==> config.mk <==
export PLATFORM = sky130hd
export DESIGN_NAME = i2c_ack_busy_control
export DESIGN_NICKNAME = d
export VERILOG_FILES = /design/src/i2c_ack_busy_pkg.sv /design/src/i2c_ack_busy_control.sv
export SDC_FILE = /design/constraint.sdc
export NUM_CORES = 1
export LEC_CHECK = 0
export BUFFER_PORTS_ARGS = -buffer_cell sky130_fd_sc_hd__buf_2
export CORE_AREA = 2 2 55 108
export CTS_CLUSTER_DIAMETER = 40
export DETAILED_ROUTE_END_ITERATION = 12
export DIE_AREA = 0 0 57 110
export MAX_ROUTING_LAYER = met4
export PLACE_DENSITY = 0.49
export SLEW_MARGIN = 20
export SYNTH_ARGS = -nofsm -noshare
export SYNTH_HDL_FRONTEND = slang
export SYNTH_SLANG_ARGS = --single-unit
==> constraint.sdc <==
create_clock -name core_clk_i -period 1.53 [get_ports core_clk_i]
set_input_delay 0.153 -clock core_clk_i [delete_from_list [all_inputs] [get_ports core_clk_i]]
set_output_delay 0.153 -clock core_clk_i [all_outputs]
set_load 0.05 [all_outputs]
==> src/i2c_ack_busy_pkg.sv <==
package i2c_ack_busy_pkg;

  localparam logic [15:0] SERIAL_BUS_CTL_ADDR  = 16'hff61;
  localparam logic [15:0] INT_TIMING_SEL_ADDR  = 16'hff63;
  localparam logic [7:0]  SERIAL_BUS_CTL_RESET = 8'h00;
  localparam logic [7:0]  INT_TIMING_SEL_RESET = 8'h00;

  // serial bus control register fields
  localparam int TX_DRIVE_DISABLE_BIT  = 7;
  localparam int ACK_DETECTED_BIT      = 6;
  localparam int AUTO_ACK_ENABLE_BIT   = 5;
  localparam int SOFT_ACK_TRIGGER_BIT  = 4;

  // interrupt timing register fields
  localparam int CLOCK_LINE_LEVEL_BIT  = 6;
  localparam int WAIT_RELEASE_BIT      = 2;
  localparam int WAIT_SEL_HI_BIT       = 1;
  localparam int WAIT_SEL_LO_BIT       = 0;
  localparam logic [7:0] INT_TIMING_WR_MASK = 8'h3f;

  localparam logic [1:0] WAIT_8_CLOCK = 2'b10;
  localparam logic [1:0] WAIT_9_CLOCK = 2'b11;

  localparam logic [3:0] BIT_COUNT_RESET = 4'h0;
  localparam logic [3:0] EIGHTH_CLOCK    = 4'h8;
  localparam logic [3:0] NINTH_CLOCK     = 4'h9;

  typedef struct packed {
    logic        rd;
    logic        wr;
    logic        bit_op;
    logic [2:0]  bit_sel;
    logic [15:0] addr;
    logic [7:0]  wdata;
  } reg_req_t;

  typedef struct packed {
    logic sda_out;
    logic sda_oe;
    logic scl_out;
    logic scl_oe;
  } line_drive_t;

endpackage

==> src/i2c_ack_busy_control.sv <==
`timescale 1ns/1ps
// Contract
// - auto ack driven at ninth clock
// - auto ack enable never self-clears
// - ack sampled on ninth rising sets flag
// - flag cleared by start, disable, reset
// - drive-disable bit gates open-drain transmit output
// - busy leaves on start/address, bit kept
// - interrupt timing register resets to zero
// - timing register takes bit and byte writes
// - soft trigger pulls sda before falling
// - master holds scl after eight or nine clocks, per wait select
module i2c_ack_busy_control
  import i2c_ack_busy_pkg::*;
(
  input  wire logic                         core_clk_i,
  input  wire logic                         rst_n_i,
  input  wire i2c_ack_busy_pkg::reg_req_t   reg_req_i,
  output logic [7:0]                        rd_data_o,
  input  wire logic                         channel_enable_i,
  input  wire logic                         xfer_start_i,
  input  wire logic                         addr_received_i,
  input  wire logic                         busy_enter_i,
  input  wire logic                         master_i,
  input  wire logic                         tx_sda_low_i,
  input  wire logic                         scl_i,
  input  wire logic                         sda_i,
  output i2c_ack_busy_pkg::line_drive_t     line_o,
  output logic                              busy_o,
  output logic [3:0]                        bit_count_o
);
  import i2c_ack_busy_pkg::*;

  ////////////////////////////////////////////////////////////////////////////
  // line synchronisers

  logic [1:0] scl_sync_reg;
  logic [1:0] sda_sync_reg;
  logic       scl_prev_reg;

  always_ff @(posedge core_clk_i or negedge rst_n_i)
  begin
    if (!rst_n_i)
    begin
      scl_sync_reg <= 2'h3;
      sda_sync_reg <= 2'h3;
      scl_prev_reg <= 1'b1;
    end
    else
    begin
      scl_sync_reg <= {scl_sync_reg[0], scl_i};
      sda_sync_reg <= {sda_sync_reg[0], sda_i};
      scl_prev_reg <= scl_sync_reg[1];
    end
  end

  logic scl_s;
  logic sda_s;
  logic scl_rise;
  logic scl_fall;
  assign scl_s    = scl_sync_reg[1];
  assign sda_s    = sda_sync_reg[1];
  assign scl_rise = scl_s & ~scl_prev_reg;
  assign scl_fall = ~scl_s & scl_prev_reg;

  ////////////////////////////////////////////////////////////////////////////
  // register access

  logic sel_ctl;
  logic sel_tim;
  logic [7:0] wr_mask;
  logic [7:0] wr_val;
  assign sel_ctl = reg_req_i.addr == SERIAL_BUS_CTL_ADDR;
  assign sel_tim = reg_req_i.addr == INT_TIMING_SEL_ADDR;

  always_comb
  begin
    wr_mask = 8'hff;
    wr_val  = reg_req_i.wdata;
    if (reg_req_i.bit_op)
    begin
      wr_mask = 8'h01 << reg_req_i.bit_sel;
      wr_val  = reg_req_i.wdata[0] ? wr_mask : 8'h00;
    end
  end

  logic wr_ctl;
  logic wr_tim;
  assign wr_ctl = reg_req_i.wr & sel_ctl;
  assign wr_tim = reg_req_i.wr & sel_tim;

  logic tx_drive_disable_reg;
  logic auto_ack_enable_reg;
  logic ack_detected_flag_reg;
  logic [5:0] interrupt_timing_reg;

  // hardware never touches these two bits
  always_ff @(posedge core_clk_i or negedge rst_n_i)
  begin
    if (!rst_n_i)
    begin
      tx_drive_disable_reg <= SERIAL_BUS_CTL_RESET[TX_DRIVE_DISABLE_BIT];
      auto_ack_enable_reg  <= SERIAL_BUS_CTL_RESET[AUTO_ACK_ENABLE_BIT];
    end
    else if (wr_ctl)
    begin
      if (wr_mask[TX_DRIVE_DISABLE_BIT])
        tx_drive_disable_reg <= wr_val[TX_DRIVE_DISABLE_BIT];
      if (wr_mask[AUTO_ACK_ENABLE_BIT])
        auto_ack_enable_reg <= wr_val[AUTO_ACK_ENABLE_BIT];
    end
  end

  logic soft_ack_trigger;
  logic wait_release;
  assign soft_ack_trigger = wr_ctl & wr_mask[SOFT_ACK_TRIGGER_BIT]
                          & wr_val[SOFT_ACK_TRIGGER_BIT];
  assign wait_release = wr_tim & wr_mask[WAIT_RELEASE_BIT]
                      & wr_val[WAIT_RELEASE_BIT];

  // release bit self-clears; it only ever reads back as zero
  always_ff @(posedge core_clk_i or negedge rst_n_i)
  begin
    if (!rst_n_i)
      interrupt_timing_reg <= INT_TIMING_SEL_RESET[5:0];
    else if (wr_tim)
      interrupt_timing_reg <= ((interrupt_timing_reg & ~wr_mask[5:0])
                             | (wr_val[5:0] & wr_mask[5:0]))
                             & INT_TIMING_WR_MASK[5:0]
                             & ~(6'h01 << WAIT_RELEASE_BIT);
  end

  always_ff @(posedge core_clk_i or negedge rst_n_i)
  begin
    if (!rst_n_i)
      rd_data_o <= 8'h00;
    else if (reg_req_i.rd)
    begin
      rd_data_o <= 8'h00;
      if (sel_ctl)
      begin
        rd_data_o[TX_DRIVE_DISABLE_BIT] <= tx_drive_disable_reg;
        rd_data_o[ACK_DETECTED_BIT]     <= ack_detected_flag_reg;
        rd_data_o[AUTO_ACK_ENABLE_BIT]  <= auto_ack_enable_reg;
      end
      else if (sel_tim)
        rd_data_o <= {1'b0, scl_s, interrupt_timing_reg[5:0]};
    end
  end

  ////////////////////////////////////////////////////////////////////////////
  // bit counting on falling scl

  logic [3:0] bit_cnt_reg;
  logic [3:0] bit_cnt_next;
  assign bit_cnt_next = (bit_cnt_reg == NINTH_CLOCK) ? 4'h1
                                                     : bit_cnt_reg + 4'h1;

  always_ff @(posedge core_clk_i or negedge rst_n_i)
  begin
    if (!rst_n_i)
      bit_cnt_reg <= BIT_COUNT_RESET;
    else if (xfer_start_i || !channel_enable_i)
      bit_cnt_reg <= BIT_COUNT_RESET;
    else if (scl_fall)
      bit_cnt_reg <= bit_cnt_next;
  end
  assign bit_count_o = bit_cnt_reg;

  ////////////////////////////////////////////////////////////////////////////
  // acknowledge drive and detection

  logic ack_drive_reg;
  logic ack_seen_high_reg;

  // released only on disable or on the falling edge that ends a seen high phase
  always_ff @(posedge core_clk_i or negedge rst_n_i)
  begin
    if (!rst_n_i)
    begin
      ack_drive_reg     <= 1'b0;
      ack_seen_high_reg <= 1'b0;
    end
    else if (!channel_enable_i)
    begin
      ack_drive_reg     <= 1'b0;
      ack_seen_high_reg <= 1'b0;
    end
    else if (scl_fall && auto_ack_enable_reg && bit_cnt_next == EIGHTH_CLOCK)
    begin
      ack_drive_reg     <= 1'b1;
      ack_seen_high_reg <= 1'b0;
    end
    else if (soft_ack_trigger)
    begin
      ack_drive_reg     <= 1'b1;
      ack_seen_high_reg <= scl_s;
    end
    else if (ack_drive_reg)
    begin
      if (scl_rise)
        ack_seen_high_reg <= 1'b1;
      if (scl_fall && ack_seen_high_reg)
      begin
        ack_drive_reg     <= 1'b0;
        ack_seen_high_reg <= 1'b0;
      end
    end
  end

  // set wins over the start-instruction clear
  always_ff @(posedge core_clk_i or negedge rst_n_i)
  begin
    if (!rst_n_i)
      ack_detected_flag_reg <= 1'b0;
    else if (!channel_enable_i)
      ack_detected_flag_reg <= 1'b0;
    else if (scl_rise && bit_cnt_reg == EIGHTH_CLOCK && !sda_s)
      ack_detected_flag_reg <= 1'b1;
    else if (xfer_start_i)
      ack_detected_flag_reg <= 1'b0;
  end

  ////////////////////////////////////////////////////////////////////////////
  // wait hold on scl, busy mode

  logic wait_hold_reg;
  logic [1:0] wait_sel;
  assign wait_sel = interrupt_timing_reg[WAIT_SEL_HI_BIT:WAIT_SEL_LO_BIT];

  always_ff @(posedge core_clk_i or negedge rst_n_i)
  begin
    if (!rst_n_i)
      wait_hold_reg <= 1'b0;
    else if (!channel_enable_i || wait_release || xfer_start_i)
      wait_hold_reg <= 1'b0;
    else if (scl_fall && master_i
             && ((wait_sel == WAIT_8_CLOCK && bit_cnt_next == EIGHTH_CLOCK)
              || (wait_sel == WAIT_9_CLOCK && bit_cnt_next == NINTH_CLOCK)))
      wait_hold_reg <= 1'b1;
  end

  // busy exit leaves the drive-disable bit untouched
  always_ff @(posedge core_clk_i or negedge rst_n_i)
  begin
    if (!rst_n_i)
      busy_o <= 1'b0;
    else if (xfer_start_i || addr_received_i || !channel_enable_i)
      busy_o <= 1'b0;
    else if (busy_enter_i)
      busy_o <= 1'b1;
  end

  ////////////////////////////////////////////////////////////////////////////
  // open-drain line drive, low only

  logic tx_pull;
  assign tx_pull = channel_enable_i & ~tx_drive_disable_reg
                 & tx_sda_low_i;

  always_ff @(posedge core_clk_i or negedge rst_n_i)
  begin
    if (!rst_n_i)
      line_o <= '0;
    else
    begin
      line_o.sda_out <= 1'b0;
      // disable drops the pins on the next clock edge, not a cycle after the drive regs clear
      line_o.sda_oe  <= tx_pull
                      | (ack_drive_reg & channel_enable_i);
      line_o.scl_out <= 1'b0;
      line_o.scl_oe  <= wait_hold_reg & channel_enable_i;
    end
  end

endmodule // i2c_ack_busy_control

; ---- Word-level counts from Yosys, hierarchy flattened
; Index checks and enable logic that the tools add are counted.
[classes]
n_addsub = 1
eq_ne = 11
n_mux = 27
bitwise = 20
div_mod_pow = 0
order_cmp = 0
n_shift = 1
reduce_logical = 23
multipliers = 0
[ops]
columns = op, count
row1 = "16-bit == test, second input constant", 2
row2 = 8-bit two-way mux, 3
row3 = 1-bit two-way mux, 18
row4 = "4-bit == test, second input constant", 4
row5 = 1-bit bitwise AND, 12
row6 = 6-bit bitwise AND, 2
row7 = 4-bit two-way mux, 3
row8 = 1-bit logical AND, 9
row9 = "1-bit by 3-bit << shifter with 8-bit output, first input constant", 1
row10 = 7-bit two-way mux, 1
row11 = 1-bit logical OR, 6
row12 = 6-bit inverter, 1
row13 = 6-bit OR, 1
row14 = 2-bit AND reduction, 3
row15 = 2-bit nonzero test, 3
row16 = 5-bit two-way mux, 1
row17 = "5-bit by 1-bit inequality test with 1-bit output, second input constant", 1
row18 = "4-bit by 1-bit adder with 4-bit output, second input constant", 1
row19 = "2-bit == test, second input constant", 2
row20 = "4-bit by 1-bit inequality test with 1-bit output, second input constant", 1
row21 = 3-bit two-way mux, 1
row22 = "3-bit by 1-bit inequality test with 1-bit output, second input constant", 1
row23 = 1-bit inverter, 3
row24 = 1-bit logical NOT, 2
row25 = 1-bit OR, 1
[totals]
n_memories = 0
latch_bits = 0
reg_bits = 31
mem_bits_rw = 0
romBits = 0
out_inout_bits = 17

; ---- Logic depth before layout (Yosys ltp)
[logic_depth]
word_depth = 8
mapped_depth = 5
ltp_nobuf = 4

; ---- Worst setup path before layout
; No wires, ideal clock.
[synth_path]
kind = register to register
from = register bit_cnt_reg[1], in the netlist bit_count_o[1]
to = register wait_hold_reg
period_less_slack_ns = 1.638
setup_time_ns = 0.088
n_path_buf = 1
path_slack_ns = -0.108
t_required_ns = 1.442
arrival_time_ns = 1.550
stages_incl_launch_ff = 6
cell_sequence = dfrtp_1 -> buf_2 -> nor4b_1 -> o2bb2ai_1 -> a41oi_1 -> nor3b_1
[synth_via]
elab_chain_cells = 7
word_cells_on_any_way = 10
cone_classes = add/sub (1) / eq/ne (3) / mux (1) / reduce/logical (5)
[synth_rtl]
columns = element, line_no
row1 = "start, declared", i2c_ack_busy_control.sv:154  ; logic [3:0] bit_cnt_reg;
row2 = "start signal, assigned", i2c_ack_busy_control.sv:166  ; bit_cnt_reg <= bit_cnt_next;
row3 = 4-bit by 1-bit adder with 4-bit output / 4-bit == test (equally long branches), "i2c_ack_busy_control.sv:157, i2c_ack_busy_control.sv:156"
row4 = 4-bit two-way mux (*), i2c_ack_busy_control.sv:156  ; assign bit_cnt_next = (bit_cnt_reg == NINTH_CLOCK) ? 4'h1
row5 = "4-bit == test, on equally long branches", "i2c_ack_busy_control.sv:238, i2c_ack_busy_control.sv:239"
row6 = "1-bit logical AND, on equally long branches", "i2c_ack_busy_control.sv:238, i2c_ack_busy_control.sv:239"
row7 = 1-bit logical OR (*), i2c_ack_busy_control.sv:239  ; || (wait_sel == WAIT_9_CLOCK && bit_cnt_next == NINTH_CLOCK)))
row8 = 1-bit logical AND (*), i2c_ack_busy_control.sv:238  ; && ((wait_sel == WAIT_8_CLOCK && bit_cnt_next == EIGHTH_CLOCK)
row9 = 2-bit nonzero test (no line) (*), n/a
row10 = "end signal, assigned", i2c_ack_busy_control.sv:234  ; wait_hold_reg <= 1'b0;
row11 = "end signal, assigned", i2c_ack_busy_control.sv:236  ; wait_hold_reg <= 1'b0;
row12 = "end signal, assigned", i2c_ack_busy_control.sv:240  ; wait_hold_reg <= 1'b1;
row13 = "end, declared", i2c_ack_busy_control.sv:227  ; logic wait_hold_reg;
; Every way passes the cells marked *; elsewhere a longest branch is shown, timed or not.
; A chain may end at the register's enable or synchronous reset.

; ---- Final worst setup path
[layout_path]
from = register bit_cnt_reg[2], in the netlist bit_count_o[2]
to = register wait_hold_reg
; Same word-level chain as after synthesis.

==> run_results.csv <==
group,metric,value,unit
power,ir_worst_vdd,0.000388,V
sta,slew_violations,0,
floorplanning,fp.dieW,57,microns
routing,viasPerCell,5.03,
layout,post-route-util,37.4,%
setup_path,crit_family,"simple AND/OR/NAND/NOR gates",
sta,fin_crit_sh,89.4,%
routing,drt-total-wl,4020,microns
layout,fin_nets,265,
clock_network,cts.clk_slew.worst_paths,0.06,ns
clock_network,cts-buffers-inserted,5,
flow_run,cap_violations,0,
place,hpwl,3230,microns
floorplanning,ios,57,
sta,setup_violations,0,
floorplanning,rows,38,
clock_network,htree_levels,2,
routing,vias,1439,
place,port-buffer-count,52,
run_status,status,"complete, no violations",
global_route,grt_pass1_vias,1371,
logic_synthesis,syn_area,1570,sq um
routing,initialDrtViolationCount,14,
clock_network,clock_sinks,30,
floorplanning,fp.dieH,110,microns
setup_path,critPathMaxStageDelay,0.44,ns
sta,rsz0062_at_grt,"no",
worst_hold_path,hp-class,"in2reg",
sta,hold_violations,0,
floorplanning,dieArea,6270,sq um
floorplanning,fp.coreArea,5420,sq um
floorplanning,initial_core_util,29.0,%
logic_synthesis,synth-edff-count,0,
global_route,grt_pass1_wl,6380,microns
setup_path,path_buf_inv,0,
logic_synthesis,synth_warnings,0,
clock_network,root_buffer,"clkbuf_8",
global_route,antenna_found_initial,0,
routing,wire_per_inst,14.1,microns
setup_path,cp-start-kind,"register",
layout,diodes,0,
global_route,grt_max_degree,19,
logic_synthesis,synth.distinct_cells,42,
sta,setup_tns,0,ns
clock_network,postCtsSetupBuffers,0,
layout,drive_above_1_share,32.3,%
place,gp_congestion,0.753,
clock_network,ctsResizeCount,0,
layout,stdcell_count,286,
clock_network,clkLatencyLatePin,0.28,ns
clock_network,cts_tree,"yes",
logic_synthesis,syn_avg_cell_area,9.35,sq um
place,dp.cells,275,
power,leakage,0.000978,uW
setup_path,cp_slowest_cell,"dfrtp_1",
clock_network,ctsLongestPathBuffers,2,
layout,fillers,615,
routing,remaining_drc_errors,0,
setup_path,crit_path_max_fanout,6,
global_route,grt.overflow.total,0,
setup_path,crit_chain,"nor4b_2 -> o2bb2ai_1 -> a41oi_1 -> nor3b_1",
setup_path,endpoint_kind,"register",
global_route,grtUsageTotal,13.8,%
logic_synthesis,seq_area_frac_synth,48.2,%
logic_synthesis,syn_inst,168,
routing,drtPass1Iterations,4,
setup_path,critical_path_class,"reg2reg",
routing,drt.antenna.violating_nets,0,
setup_path,crit_arrival,1.55,ns
sta,min_period,1.37,ns
setup_path,worstPathRequired,1.72,ns
logic_synthesis,synthArstFlopShare,100,%
logic_synthesis,synth_seq_cells,30,
sta,fin_skew,0.00545,ns
clock_network,hold_buffers,3,
sta,max_freq,731,MHz
power,power_density,789,nW/um^2
logic_synthesis,synth_flop_cell,"dfrtp_1",
layout,synthToLayoutAreaGrowth,29.2,%
==> power breakdown <==
part | internal [uW] | leakage (uW) | switching (uW)
logic | 69.7 | 0.000550 | 108
clock network | 323 | 0.0000395 | 286
registers | 808 | 0.000389 | 8.28
total | 1200 | 0.000978 | 402
==> cells by family after synthesis <==
logic type,share of synthesized area [%]
simple gates,23.7
buf+inv,7.89
flops,48.2
mux,3.51
xor+xnor,0.558
compound gates,15.9
other cells,0.239
==> worst paths after layout <==
kind,to,startpoint,slack (ns),depth (start not counted)
hold reg to reg,sda_sync_reg[1]$_DFF_PN1_,sda_sync_reg[0]$_DFF_PN1_,0.36,0
setup / recovery,wait_hold_reg$_DFFE_PN0P_,bit_count_o[2]$_DFFE_PN0P_,0.16,4
min in group asynchronous,line_o[2]$_DFF_PN0_,rst_n_i,0.32,2
setup reg to reg,wait_hold_reg$_DFFE_PN0P_,bit_count_o[2]$_DFFE_PN0P_,0.16,4
hold / removal,busy_o$_DFFE_PN0P_,addr_received_i,0.03,2
max in group asynchronous,scl_sync_reg[1]$_DFF_PN1_,rst_n_i,0.71,3
==> worst reg2reg max path, stage by stage (launching register included) <==
cell       delay [ns]
dfrtp_1          0.44
nor4b_2          0.34
o2bb2ai_1        0.17
a41oi_1          0.13
nor3b_1          0.20
==> through the flow <==
| stage | total power [uW] | hold WS, ns | setup WS [ns] | cell area, sq um |
|---|---|---|---|---|
| 2_1_floorplan | 914 | -0.143 | 0.0554 | 1590 |
| 3_3_place_gp | 1000 | 0.0917 | 0.128 | 1920 |
| 3_5_place_dp | 1000 | 0.0933 | 0.136 | 1920 |
| 4_1_cts | 1620 | 0.0282 | 0.125 | 2030 |
| 5_1_grt | 1670 | 0.0337 | 0.0385 | 2030 |
| 6_report | 1600 | 0.0326 | 0.162 | 2030 |
==> final cells by class <==
cell class,count,area (sq um),area share (%)
Tap cell,60,75.1,3.70
Timing Repair Buffer,60,353,17.4
Inverter,16,60.1,2.96
Multi-Input combinational cell,112,703,34.6
Clock buffer,8,80.1,3.95
Sequential cell,30,758,37.4
==> synthesized netlist by cell type, types with 2 or more instances <==
cell type / count / area, sq um
nand4b_1: 2 / 17.5
buf_4: 3 / 22.5
a21o_1: 2 / 15.0
inv_1: 16 / 60.1
o21ai_0: 19 / 95.1
nand3_1: 5 / 25.0
and4_1: 4 / 35.0
and2_1: 3 / 18.8
nand2b_1: 3 / 18.8
nand2_1: 9 / 33.8
mux2_2: 3 / 33.8
nand4_1: 10 / 62.6
dfstp_2: 5 / 131
a21oi_1: 5 / 25.0
buf_2: 5 / 25.0
a41oi_1: 3 / 26.3
dfrtp_1: 25 / 626
nand3b_1: 2 / 15.0
nor3b_1: 3 / 22.5
nor2b_1: 5 / 31.3
clkbuf_1: 3 / 11.3
a31oi_1: 4 / 25.0
nor2_1: 9 / 33.8
o22ai_1: 2 / 12.5
==> placed cells by master, fill, tap and decap left out, types with 2 or more instances in the layout <==
master,synthesis,final
dfrtp_1,25,24
conb_1,1,3
buf_2,5,52
nand4_1,10,10
buf_12,0,2
nor3b_1,3,3
dfstp_2,5,5
mux2_2,3,3
and4_1,4,4
dlygate4sd3_1,0,3
clkbuf_8,0,5
o21ai_0,19,19
buf_4,3,3
nand2_1,9,9
nand4b_1,2,2
nand3b_1,2,2
nor2_1,9,9
a41oi_1,3,3
nor2b_1,5,5
nand3_1,5,5
a21o_1,2,2
a21oi_1,5,5
a31oi_1,4,4
clkbuf_1,3,3
o22ai_1,2,2
and2_1,3,3
inv_1,16,16
nand2b_1,3,3
==> layer usage <==
layer	GRT usage [%]	vias up	part of all wire, %
met5	-	-	0
met4	5.98	0	2.2
met3	1.52	5	3.8
met2	27.5	39	59
met1	12.6	690	35
li1	-	705	-
Note: power is estimated with default switching activity, not from simulation.
